File: config.mk
export PLATFORM = sky130hd
export DESIGN_NAME = liu_tx_template_rx_config_regs
export DESIGN_NICKNAME = d
export VERILOG_FILES = /design/src/core/liu_cfg_pkg.sv /design/src/core/rx_output_stage.sv /design/src/core/liu_tx_template_rx_config_regs.sv
export SDC_FILE = /design/constraint.sdc
export NUM_CORES = 2
export LEC_CHECK = 0
export ABC_CLOCK_PERIOD_IN_PS = 4500
export BUFFER_PORTS_ARGS = -buffer_cell sky130_fd_sc_hd__buf_2
export CAP_MARGIN = 20
export CORE_ASPECT_RATIO = 2
export CORE_MARGIN = 3
export CORE_UTILIZATION = 55
export DETAILED_ROUTE_END_ITERATION = 8
export HOLD_SLACK_MARGIN = 0.08
export PLACE_DENSITY = 0.71
export SLEW_MARGIN = 20
export SYNTH_ARGS = -nofsm -noshare
export SYNTH_HDL_FRONTEND = slang
export SYNTH_HIERARCHICAL = 1
export SYNTH_SLANG_ARGS = --single-unit
File: constraint.sdc
create_clock -name SYS_CLK -period 4.5 [get_ports SYS_CLK]
set_input_delay 0.225 -clock SYS_CLK [delete_from_list [all_inputs] [get_ports SYS_CLK]]
set_output_delay 0.225 -clock SYS_CLK [all_outputs]
set_load 0.03 [all_outputs]
File: src/core/liu_cfg_pkg.sv
// Constants, types and field layout of the line interface config bank
package liu_cfg_pkg;

    // =========================================================
    // Geometry
    localparam int NUM_CH = 4;
    localparam int ADDR_W = 10;
    localparam int IDX_W = 8;
    localparam int CH_W = 2;
    localparam int UI_W = 2;
    localparam int SAMP_W = 4;
    localparam int AMP_W = 7;
    localparam int SCALE_W = 6;
    localparam int TPL_AW = CH_W + UI_W + SAMP_W;

    // =========================================================
    // Register indices within one channel (byte address = 4 x index)
    localparam logic [5:0] IDX_SCALE = 6'h04;
    localparam logic [5:0] IDX_ACCESS = 6'h05;
    localparam logic [5:0] IDX_DATA = 6'h06;
    localparam logic [5:0] IDX_RXCTL = 6'h07;
    localparam logic [7:0] CH_STRIDE = 8'h40;

    // =========================================================
    // Field positions
    localparam int TRIG_BIT = 7;
    localparam int DIR_BIT = 6;
    localparam int UI_LSB = 4;
    localparam int SAMP_LSB = 0;
    localparam int RX_OFF_BIT = 4;
    localparam int RX_INV_BIT = 3;
    localparam int RX_EDGE_BIT = 2;
    localparam int RX_MD_LSB = 0;

    // =========================================================
    // Reset and recommended values
    localparam logic [5:0] SCALE_RST = 6'h21;
    localparam logic [5:0] SCALE_T1J1 = 6'h36;
    localparam logic [5:0] SCALE_E1 = 6'h21;
    localparam int STEP_T1J1_PCT = 2;
    localparam int STEP_E1_PCT = 3;
    localparam logic [6:0] ACCESS_RST = 7'h00;
    localparam logic [6:0] DATA_RST = 7'h00;
    localparam logic [4:0] RXCTL_RST = 5'h00;

    // =========================================================
    // Types
    typedef enum logic [1:0] {
        MODE_HDB3_B8ZS = 2'b00,
        MODE_AMI = 2'b01,
        MODE_DUAL_NRZ = 2'b10,
        MODE_SLICER = 2'b11
    } rx_mode_t;

    typedef enum logic [1:0] {
        TPL_IDLE = 2'b01,
        TPL_RUN = 2'b10
    } tpl_state_t;

    typedef enum logic [2:0] {
        SEL_NONE = 3'h0,
        SEL_SCALE = 3'h1,
        SEL_ACCESS = 3'h2,
        SEL_DATA = 3'h3,
        SEL_RXCTL = 3'h4
    } reg_sel_t;

    typedef struct packed {
        logic power_down;
        logic polarity_invert;
        logic clock_falling;
        rx_mode_t decode_mode;
    } rx_cfg_t;

    typedef struct packed {
        logic decoded;
        logic retimed_pos;
        logic retimed_neg;
        logic slicer_pos;
        logic slicer_neg;
        logic recovered_clock;
    } rx_line_t;

    typedef struct packed {
        logic single_rail;
        logic positive_rail;
        logic negative_rail;
    } rx_out_t;

endpackage : liu_cfg_pkg

File: src/core/rx_output_stage.sv
// Receive output selector: mode, polarity and clock edge for one channel
module rx_output_stage
    import liu_cfg_pkg::*;
(
    input wire logic clk,
    input wire logic rst_b,
    input liu_cfg_pkg::rx_cfg_t cfg,
    input liu_cfg_pkg::rx_line_t line,
    output liu_cfg_pkg::rx_out_t out_reg
);
    import liu_cfg_pkg::*;

    logic [5:0] sync1_reg;
    logic [5:0] sync2_reg;
    logic [5:0] sync3_reg;
    logic [5:0] stable_reg;
    logic clk_prev_reg;
    rx_line_t st;
    logic clk_edge;
    logic inv;

    // =========================================================
    // Input synchroniser, change accepted when stages two and three agree
    always_ff @(posedge clk or negedge rst_b) begin
        if (!rst_b) begin
            sync1_reg <= 6'h00;
            sync2_reg <= 6'h00;
            sync3_reg <= 6'h00;
            stable_reg <= 6'h00;
        end else begin
            sync1_reg <= line;
            sync2_reg <= sync1_reg;
            sync3_reg <= sync2_reg;
            stable_reg <= (sync2_reg & sync3_reg)
                | (stable_reg & (sync2_reg ^ sync3_reg));
        end
    end

    // Previous recovered clock level for edge detection
    always_ff @(posedge clk or negedge rst_b) begin
        if (!rst_b) begin
            clk_prev_reg <= 1'b0;
        end else begin
            clk_prev_reg <= st.recovered_clock;
        end
    end

    assign st = rx_line_t'(stable_reg);
    assign inv = cfg.polarity_invert;
    assign clk_edge = cfg.clock_falling ?
        (clk_prev_reg & ~st.recovered_clock) :
        (~clk_prev_reg & st.recovered_clock);

    // =========================================================
    // Output selection
    always_ff @(posedge clk or negedge rst_b) begin
        if (!rst_b) begin
            out_reg <= '0;
        end else if (cfg.power_down) begin
            out_reg <= '0;
        end else begin
            case (cfg.decode_mode)
                MODE_SLICER: begin
                    out_reg.single_rail <= 1'b0;
                    out_reg.positive_rail <= st.slicer_pos ^ inv;
                    out_reg.negative_rail <= st.slicer_neg ^ inv;
                end
                MODE_DUAL_NRZ: begin
                    if (clk_edge) begin
                        out_reg.single_rail <= 1'b0;
                        out_reg.positive_rail <= st.retimed_pos ^ inv;
                        out_reg.negative_rail <= st.retimed_neg ^ inv;
                    end
                end
                default: begin
                    if (clk_edge) begin
                        out_reg.single_rail <= st.decoded ^ inv;
                        out_reg.positive_rail <= 1'b0;
                        out_reg.negative_rail <= 1'b0;
                    end
                end
            endcase
        end
    end

endmodule : rx_output_stage

File: src/core/liu_tx_template_rx_config_regs.sv
// Per-channel transmit template and receive path configuration registers
module liu_tx_template_rx_config_regs
    import liu_cfg_pkg::*;
(
    input wire logic SYS_CLK,
    input wire logic RST_B,
    input wire logic PSEL,
    input wire logic PENABLE,
    input wire logic PWRITE,
    input wire logic [liu_cfg_pkg::ADDR_W-1:0] PADDR,
    input wire logic [31:0] PWDATA,
    output logic [31:0] PRDATA,
    output logic PREADY,
    output logic PSLVERR,
    output logic [liu_cfg_pkg::NUM_CH-1:0][5:0] AMPLITUDE_SCALE,
    input wire logic [liu_cfg_pkg::CH_W-1:0] SHAPER_CHANNEL,
    input wire logic [liu_cfg_pkg::UI_W-1:0] SHAPER_INTERVAL,
    input wire logic [liu_cfg_pkg::SAMP_W-1:0] SHAPER_SAMPLE,
    output logic [liu_cfg_pkg::AMP_W-1:0] SHAPER_AMPLITUDE,
    output liu_cfg_pkg::rx_cfg_t [liu_cfg_pkg::NUM_CH-1:0] RX_CONFIG,
    input liu_cfg_pkg::rx_line_t [liu_cfg_pkg::NUM_CH-1:0] RX_LINE,
    output liu_cfg_pkg::rx_out_t [liu_cfg_pkg::NUM_CH-1:0] RX_OUT
);
    import liu_cfg_pkg::*;

    // =========================================================
    // Register state
    logic [SCALE_W-1:0] scale_reg [NUM_CH];
    logic [6:0] access_reg [NUM_CH];
    logic [AMP_W-1:0] data_reg [NUM_CH];
    logic [4:0] rxctl_reg [NUM_CH];
    logic [AMP_W-1:0] tpl_ram [2**TPL_AW];

    tpl_state_t state_reg;
    tpl_state_t state_next;
    logic [CH_W-1:0] op_ch_reg;
    logic op_read_reg;
    logic [TPL_AW-1:0] op_addr_reg;

    logic pready_reg;
    logic [31:0] prdata_reg;
    logic pslverr_reg;
    logic [AMP_W-1:0] shaper_amp_reg;
    rx_cfg_t [NUM_CH-1:0] rx_cfg_reg;

    logic [IDX_W-1:0] idx;
    logic [CH_W-1:0] ch;
    reg_sel_t sel;
    logic setup;
    logic wr_commit;
    logic trig_write;
    logic [7:0] wbyte;

    // =========================================================
    // Address decode
    // channel copies
    function automatic reg_sel_t decode(input logic [IDX_W-1:0] i);
        logic [5:0] r;
        r = i[5:0];
        if (r == IDX_SCALE) begin
            decode = SEL_SCALE;
        end else if (r == IDX_ACCESS) begin
            decode = SEL_ACCESS;
        end else if (r == IDX_DATA) begin
            decode = SEL_DATA;
        end else if (r == IDX_RXCTL) begin
            decode = SEL_RXCTL;
        end else begin
            decode = SEL_NONE;
        end
    endfunction : decode

    assign idx = PADDR[ADDR_W-1:2];
    assign ch = idx[IDX_W-1:IDX_W-CH_W];
    assign sel = decode(idx);
    assign setup = PSEL & ~PENABLE;
    assign wr_commit = PSEL & PENABLE & PWRITE & pready_reg;
    assign wbyte = PWDATA[7:0];
    assign trig_write = wr_commit & (sel == SEL_ACCESS) & wbyte[TRIG_BIT]
        & (state_reg == TPL_IDLE);

    // Read mux of one register word
    function automatic logic [31:0] read_word(input logic [CH_W-1:0] c,
                                              input reg_sel_t s);
        read_word = 32'h0000_0000;
        case (s)
            SEL_SCALE: read_word[SCALE_W-1:0] = scale_reg[c];
            SEL_ACCESS: begin
                read_word[6:0] = access_reg[c];
                read_word[TRIG_BIT] = (state_reg == TPL_RUN)
                    && (op_ch_reg == c);
            end
            SEL_DATA: read_word[AMP_W-1:0] = data_reg[c];
            SEL_RXCTL: read_word[4:0] = rxctl_reg[c];
            default: read_word = 32'h0000_0000;
        endcase
    endfunction : read_word

    // =========================================================
    // APB handshake: ready in first access cycle
    always_ff @(posedge SYS_CLK or negedge RST_B) begin
        if (!RST_B) begin
            pready_reg <= 1'b0;
            pslverr_reg <= 1'b0;
            prdata_reg <= 32'h0000_0000;
        end else begin
            pready_reg <= setup & ~pready_reg;
            if (setup) begin
                pslverr_reg <= (sel == SEL_NONE);
                prdata_reg <= PWRITE ? 32'h0000_0000 : read_word(ch, sel);
            end else if (pready_reg) begin
                pslverr_reg <= 1'b0;
                prdata_reg <= 32'h0000_0000;
            end
        end
    end

    // =========================================================
    // Per-channel register copies
    genvar g;
    generate
        for (g = 0; g < NUM_CH; g++) begin : g_ch
            // Scale register
            always_ff @(posedge SYS_CLK or negedge RST_B) begin
                if (!RST_B) begin
                    scale_reg[g] <= SCALE_RST;
                end else if (wr_commit && sel == SEL_SCALE && ch == g) begin
                    scale_reg[g] <= wbyte[SCALE_W-1:0];
                end
            end

            // Access control: direction, interval, sample
            always_ff @(posedge SYS_CLK or negedge RST_B) begin
                if (!RST_B) begin
                    access_reg[g] <= ACCESS_RST;
                end else if (wr_commit && sel == SEL_ACCESS && ch == g) begin
                    access_reg[g] <= wbyte[6:0];
                end
            end

            // Template data, loaded by software or by a read access
            always_ff @(posedge SYS_CLK or negedge RST_B) begin
                if (!RST_B) begin
                    data_reg[g] <= DATA_RST;
                end else if (state_reg == TPL_RUN && op_read_reg
                             && op_ch_reg == g) begin
                    data_reg[g] <= tpl_ram[op_addr_reg];
                end else if (wr_commit && sel == SEL_DATA && ch == g) begin
                    data_reg[g] <= wbyte[AMP_W-1:0];
                end
            end

            // Receive control
            always_ff @(posedge SYS_CLK or negedge RST_B) begin
                if (!RST_B) begin
                    rxctl_reg[g] <= RXCTL_RST;
                end else if (wr_commit && sel == SEL_RXCTL && ch == g) begin
                    rxctl_reg[g] <= wbyte[4:0];
                end
            end

            // Registered config towards receiver and outputs
            always_ff @(posedge SYS_CLK or negedge RST_B) begin
                if (!RST_B) begin
                    rx_cfg_reg[g] <= '0;
                    AMPLITUDE_SCALE[g] <= SCALE_RST;
                end else begin
                    rx_cfg_reg[g].power_down <= rxctl_reg[g][RX_OFF_BIT];
                    rx_cfg_reg[g].polarity_invert <=
                        rxctl_reg[g][RX_INV_BIT];
                    rx_cfg_reg[g].clock_falling <=
                        rxctl_reg[g][RX_EDGE_BIT];
                    rx_cfg_reg[g].decode_mode <=
                        rx_mode_t'(rxctl_reg[g][RX_MD_LSB +: 2]);
                    AMPLITUDE_SCALE[g] <= scale_reg[g];
                end
            end

            // Receive output stage
            rx_output_stage u_rx (
                .clk(SYS_CLK),
                .rst_b(RST_B),
                .cfg(rx_cfg_reg[g]),
                .line(RX_LINE[g]),
                .out_reg(RX_OUT[g])
            );
        end
    endgenerate

    // =========================================================
    // Indirect template access engine
    always_comb begin
        state_next = state_reg;
        case (state_reg)
            TPL_IDLE: begin
                if (trig_write) begin
                    state_next = TPL_RUN;
                end
            end
            TPL_RUN: begin
                state_next = TPL_IDLE;
            end
            default: state_next = TPL_IDLE;
        endcase
    end

    // State register
    always_ff @(posedge SYS_CLK or negedge RST_B) begin
        if (!RST_B) begin
            state_reg <= TPL_IDLE;
        end else begin
            state_reg <= state_next;
        end
    end

    // Operation capture at trigger write
    always_ff @(posedge SYS_CLK or negedge RST_B) begin
        if (!RST_B) begin
            op_ch_reg <= '0;
            op_read_reg <= 1'b0;
            op_addr_reg <= '0;
        end else if (trig_write) begin
            op_ch_reg <= ch;
            op_read_reg <= wbyte[DIR_BIT];
            op_addr_reg <= {ch, wbyte[UI_LSB +: UI_W],
                            wbyte[SAMP_LSB +: SAMP_W]};
        end
    end

    // Template RAM write port
    always_ff @(posedge SYS_CLK) begin
        if (state_reg == TPL_RUN && !op_read_reg) begin
            tpl_ram[op_addr_reg] <= data_reg[op_ch_reg];
        end
    end

    // Shaper read port
    always_ff @(posedge SYS_CLK or negedge RST_B) begin
        if (!RST_B) begin
            shaper_amp_reg <= '0;
        end else begin
            shaper_amp_reg <= tpl_ram[{SHAPER_CHANNEL, SHAPER_INTERVAL,
                                       SHAPER_SAMPLE}];
        end
    end

    // =========================================================
    // Outputs
    assign PREADY = pready_reg;
    assign PRDATA = prdata_reg;
    assign PSLVERR = pslverr_reg;
    assign SHAPER_AMPLITUDE = shaper_amp_reg;
    assign RX_CONFIG = rx_cfg_reg;

endmodule : liu_tx_template_rx_config_regs

==> impl_metrics.yaml <==
clocking:
  cts_setup_buffers: 0
  cts_tree: "built"
  clock_path_buffers: 4
  clk_pin_slew_worst_paths_ps: 70
  cts_max_level: 4
  clock-root-buffer: "clkbuf_16"
  cts_hold_buf: 70
  cts_resized: 0
  cts.sinks: 2076
  insertion_delay_ps: 870
  cts_buffers: 182
timing:
  hold_viol: 0
  tightest_slew_ps: 1150
  slew-limit-headroom: 0.237
  rsz0062_at_grt: "false"
  setup_tns_ps: 0
  setup_viol: 0
  max_freq_ghz: 0.239
  period_share: 0.931
  final_max_slew_viol_count: 0
  finalClockSkew_ps: 37.5
  period_minus_slack_ps: 4190
yosys:
  synth.yosys.warnings: 6
  synth.distinct_cells: 66
  synth-edff-count: 1792
  synth_area_um2: 94000
  synth_top_area_share: 0.572
  syn_inst: 4962
  synth_area_leader_cell: "edfxtp_1"
  ys_ff_latch: 2076
  ys_top_cells_by_area: "edfxtp_1 57%, mux4_2 22%, dfrtp_1 7.1%"
  synth_ff_type: "edfxtp_1"
  yosysSeqAreaShare: 0.648
  postSynthAreaPerCell_um2: 19.0
  ys_async_sr_fraction: 0.137
global_route:
  antenna_found_initial: 11
  grt_pass1_wl_mm: 421
  globalRouteOverflowTotal: 0
  grt_max_degree: 119
  grtUsageTotal: 0.340
  first_global_vias: 58100
power_and_ir_drop:
  ir_worst_vdd_mv: 0.354
  power.leakage_nw: 37.9
  pwr_density_cell_nw_per_um2: 360
place:
  portBuffers: 125
  dpl.hpwl_mm: 203
  placed_cells: 7414
  gp_congestion: 0.960
route:
  drc_errors: 0
  vias: 55500
  drt-pass1-iter-count: 8
  antenna_left: 0
  drtIter0Drc: 7512
  viasPerCell: 7.11
  drt-total-wl_mm: 298
  wire_per_inst_um: 38.1
run_status:
  outcome: "complete, no violations"
worst_setup_path:
  crit_arrival_ps: 4900
  worstPathRequired_ps: 5210
  startpoint_type: "register"
  crit_fanout: 56
  crit_path_end_kind: "register"
  path_class: "register to register"
final_layout:
  largest_reg_flops: 1792
  stdcell_count: 7811
  syn_to_final_growth_pct: 13.2
  layout-drive-gt1-share: 0.345
  final_nets: 5505
worst_hold_path:
  hold_path.class: "input port to async pin"
floorplanning:
  core_um2: 170000
  pin_count: 176
  die_area_um2: 176000
  rows: 214
  die_h_um: 591
  die_w_um: 298
  start_util: 0.553
flow_run:
  maxCapViolations: 0
[layout by cell type, fill, tap and decap left out, types with 11 or more instances in the layout]
cell,Yosys,layout
clkinv_2,0,25
mux4_2,919,912
clkbuf_16,0,185
dfrtp_1,267,262
a211oi_1,11,11
buf_4,54,394
o22ai_1,59,59
bufinv_16,0,22
buf_2,126,122
o21ai_0,43,43
nor3_1,22,20
edfxtp_1,1792,1792
a21o_1,26,26
or2_2,12,12
dfstp_2,17,17
ha_1,24,24
a22oi_1,269,269
nand2_1,97,96
mux2i_1,175,175
nor4_1,46,46
a22o_1,33,33
nand2b_1,18,17
nor2b_1,20,11
nor2_1,283,277
clkinv_1,0,32
mux2_2,97,97
nand3_1,29,29
clkbuf_1,187,35
buf_12,0,57
a21oi_1,152,151
conb_1,1,24
dlygate4sd3_1,0,71
[through the flow]
stage                     utilization  area [µm²]  hold WS (ps)  setup WS [ps]  power (mW)
final                           0.626      107000          60.5            310        38.3
after global routing            0.626      106000          99.5            347        39.2
after CTS                       0.626      106000          83.3            699        38.4
after detailed placement        0.587       99900           335            720        22.7
after global placement          0.587       99900           335            767        22.7
after floorplan                     -       94100         -70.6            973        22.1
[worst max-delay path, stage by stage (launching register included)]
cell and delay (ps):
dfrtp_4 780, buf_12 430, nor2b_2 410, buf_4 450
a22oi_1 130, a31oi_1 150, o21ai_0 220, o32ai_1 1010
buf_4 270, o21ai_0 70
[cell usage after synthesis (9+ instances only)]
master / number
a211oi_1: 11
mux2_2: 97
a22o_1: 33
buf_4: 54
and2_1: 10
edfxtp_1: 1792
nand2_1: 97
mux2i_1: 175
buf_1: 39
nor3_1: 22
ha_1: 24
nor2b_1: 20
a31oi_1: 9
a22oi_1: 269
buf_2: 126
nand3_1: 29
o32ai_1: 9
mux4_2: 919
o22ai_1: 59
o21ai_0: 43
or2_2: 12
a21o_1: 26
dfstp_2: 17
nand2b_1: 18
dfrtp_1: 267
clkbuf_1: 187
nor4_1: 46
nor2_1: 283
a21oi_1: 152
[cell families after synthesis]
| kind of cell | Yosys count | share of synthesized area |
|---|---|---|
| XOR/XNOR | 6 | 0.000559 |
| other | 1 | 0.0000399 |
| adder cells (fa/ha/maj) | 24 | 0.00319 |
| AND/OR/NAND/NOR | 578 | 0.0282 |
| multiplexers | 1197 | 0.251 |
| buffers and inverters | 422 | 0.0212 |
| AO/OA/AOI/OAI | 658 | 0.0478 |
| flip-flops | 2076 | 0.648 |
[final timing paths]
kind	startpoint	endpoint	slack [ps]	cells after the start
worst min-delay path	RST_B	g_ch[0].u_rx/st[5]	60	2
worst max-delay path	op_addr_reg[0]	data_reg[27]	310	9
worst max register to register	op_addr_reg[0]	data_reg[27]	310	9
worst min register to register	g_ch[0].u_rx/sync1_reg[3]	g_ch[0].u_rx/sync2_reg[3]	350	0
min in group SYS_CLK	RX_LINE[22]	g_ch[3].u_rx/sync1_reg[4]	100	2
max in group asynchronous	RST_B	scale_reg[21]	3220	3
[per-layer routing]
metal	track usage	part of all wire	wire length (µm)
met1	0.364	0.30	88000
met2	0.574	0.50	150000
met4	0.292	0.11	32300
met5	0	0.00013	38
met3	0.0715	0.091	27100
[cell type report]
class,count,area (µm²)
Clock buffer,229,4880
Antenna cell,5,12.5
Fill cell,11700,63500
Sequential cell,2076,61000
Inverter,8,30.0
Clock inverter,91,1000
Multi-Input combinational cell,2487,31300
Timing Repair Buffer,647,5470
Tap cell,2268,2840
[power breakdown]
| part | switching (mW) | internal [mW] | leakage, nW |
|---|---|---|---|
| Combinational | 0.956 | 0.591 | 11.9 |
| Clock | 7.01 | 8.94 | 2.88 |
| Sequential | 0.0627 | 20.8 | 23.1 |
No activity file was read; power rests on OpenSTA's default activity.
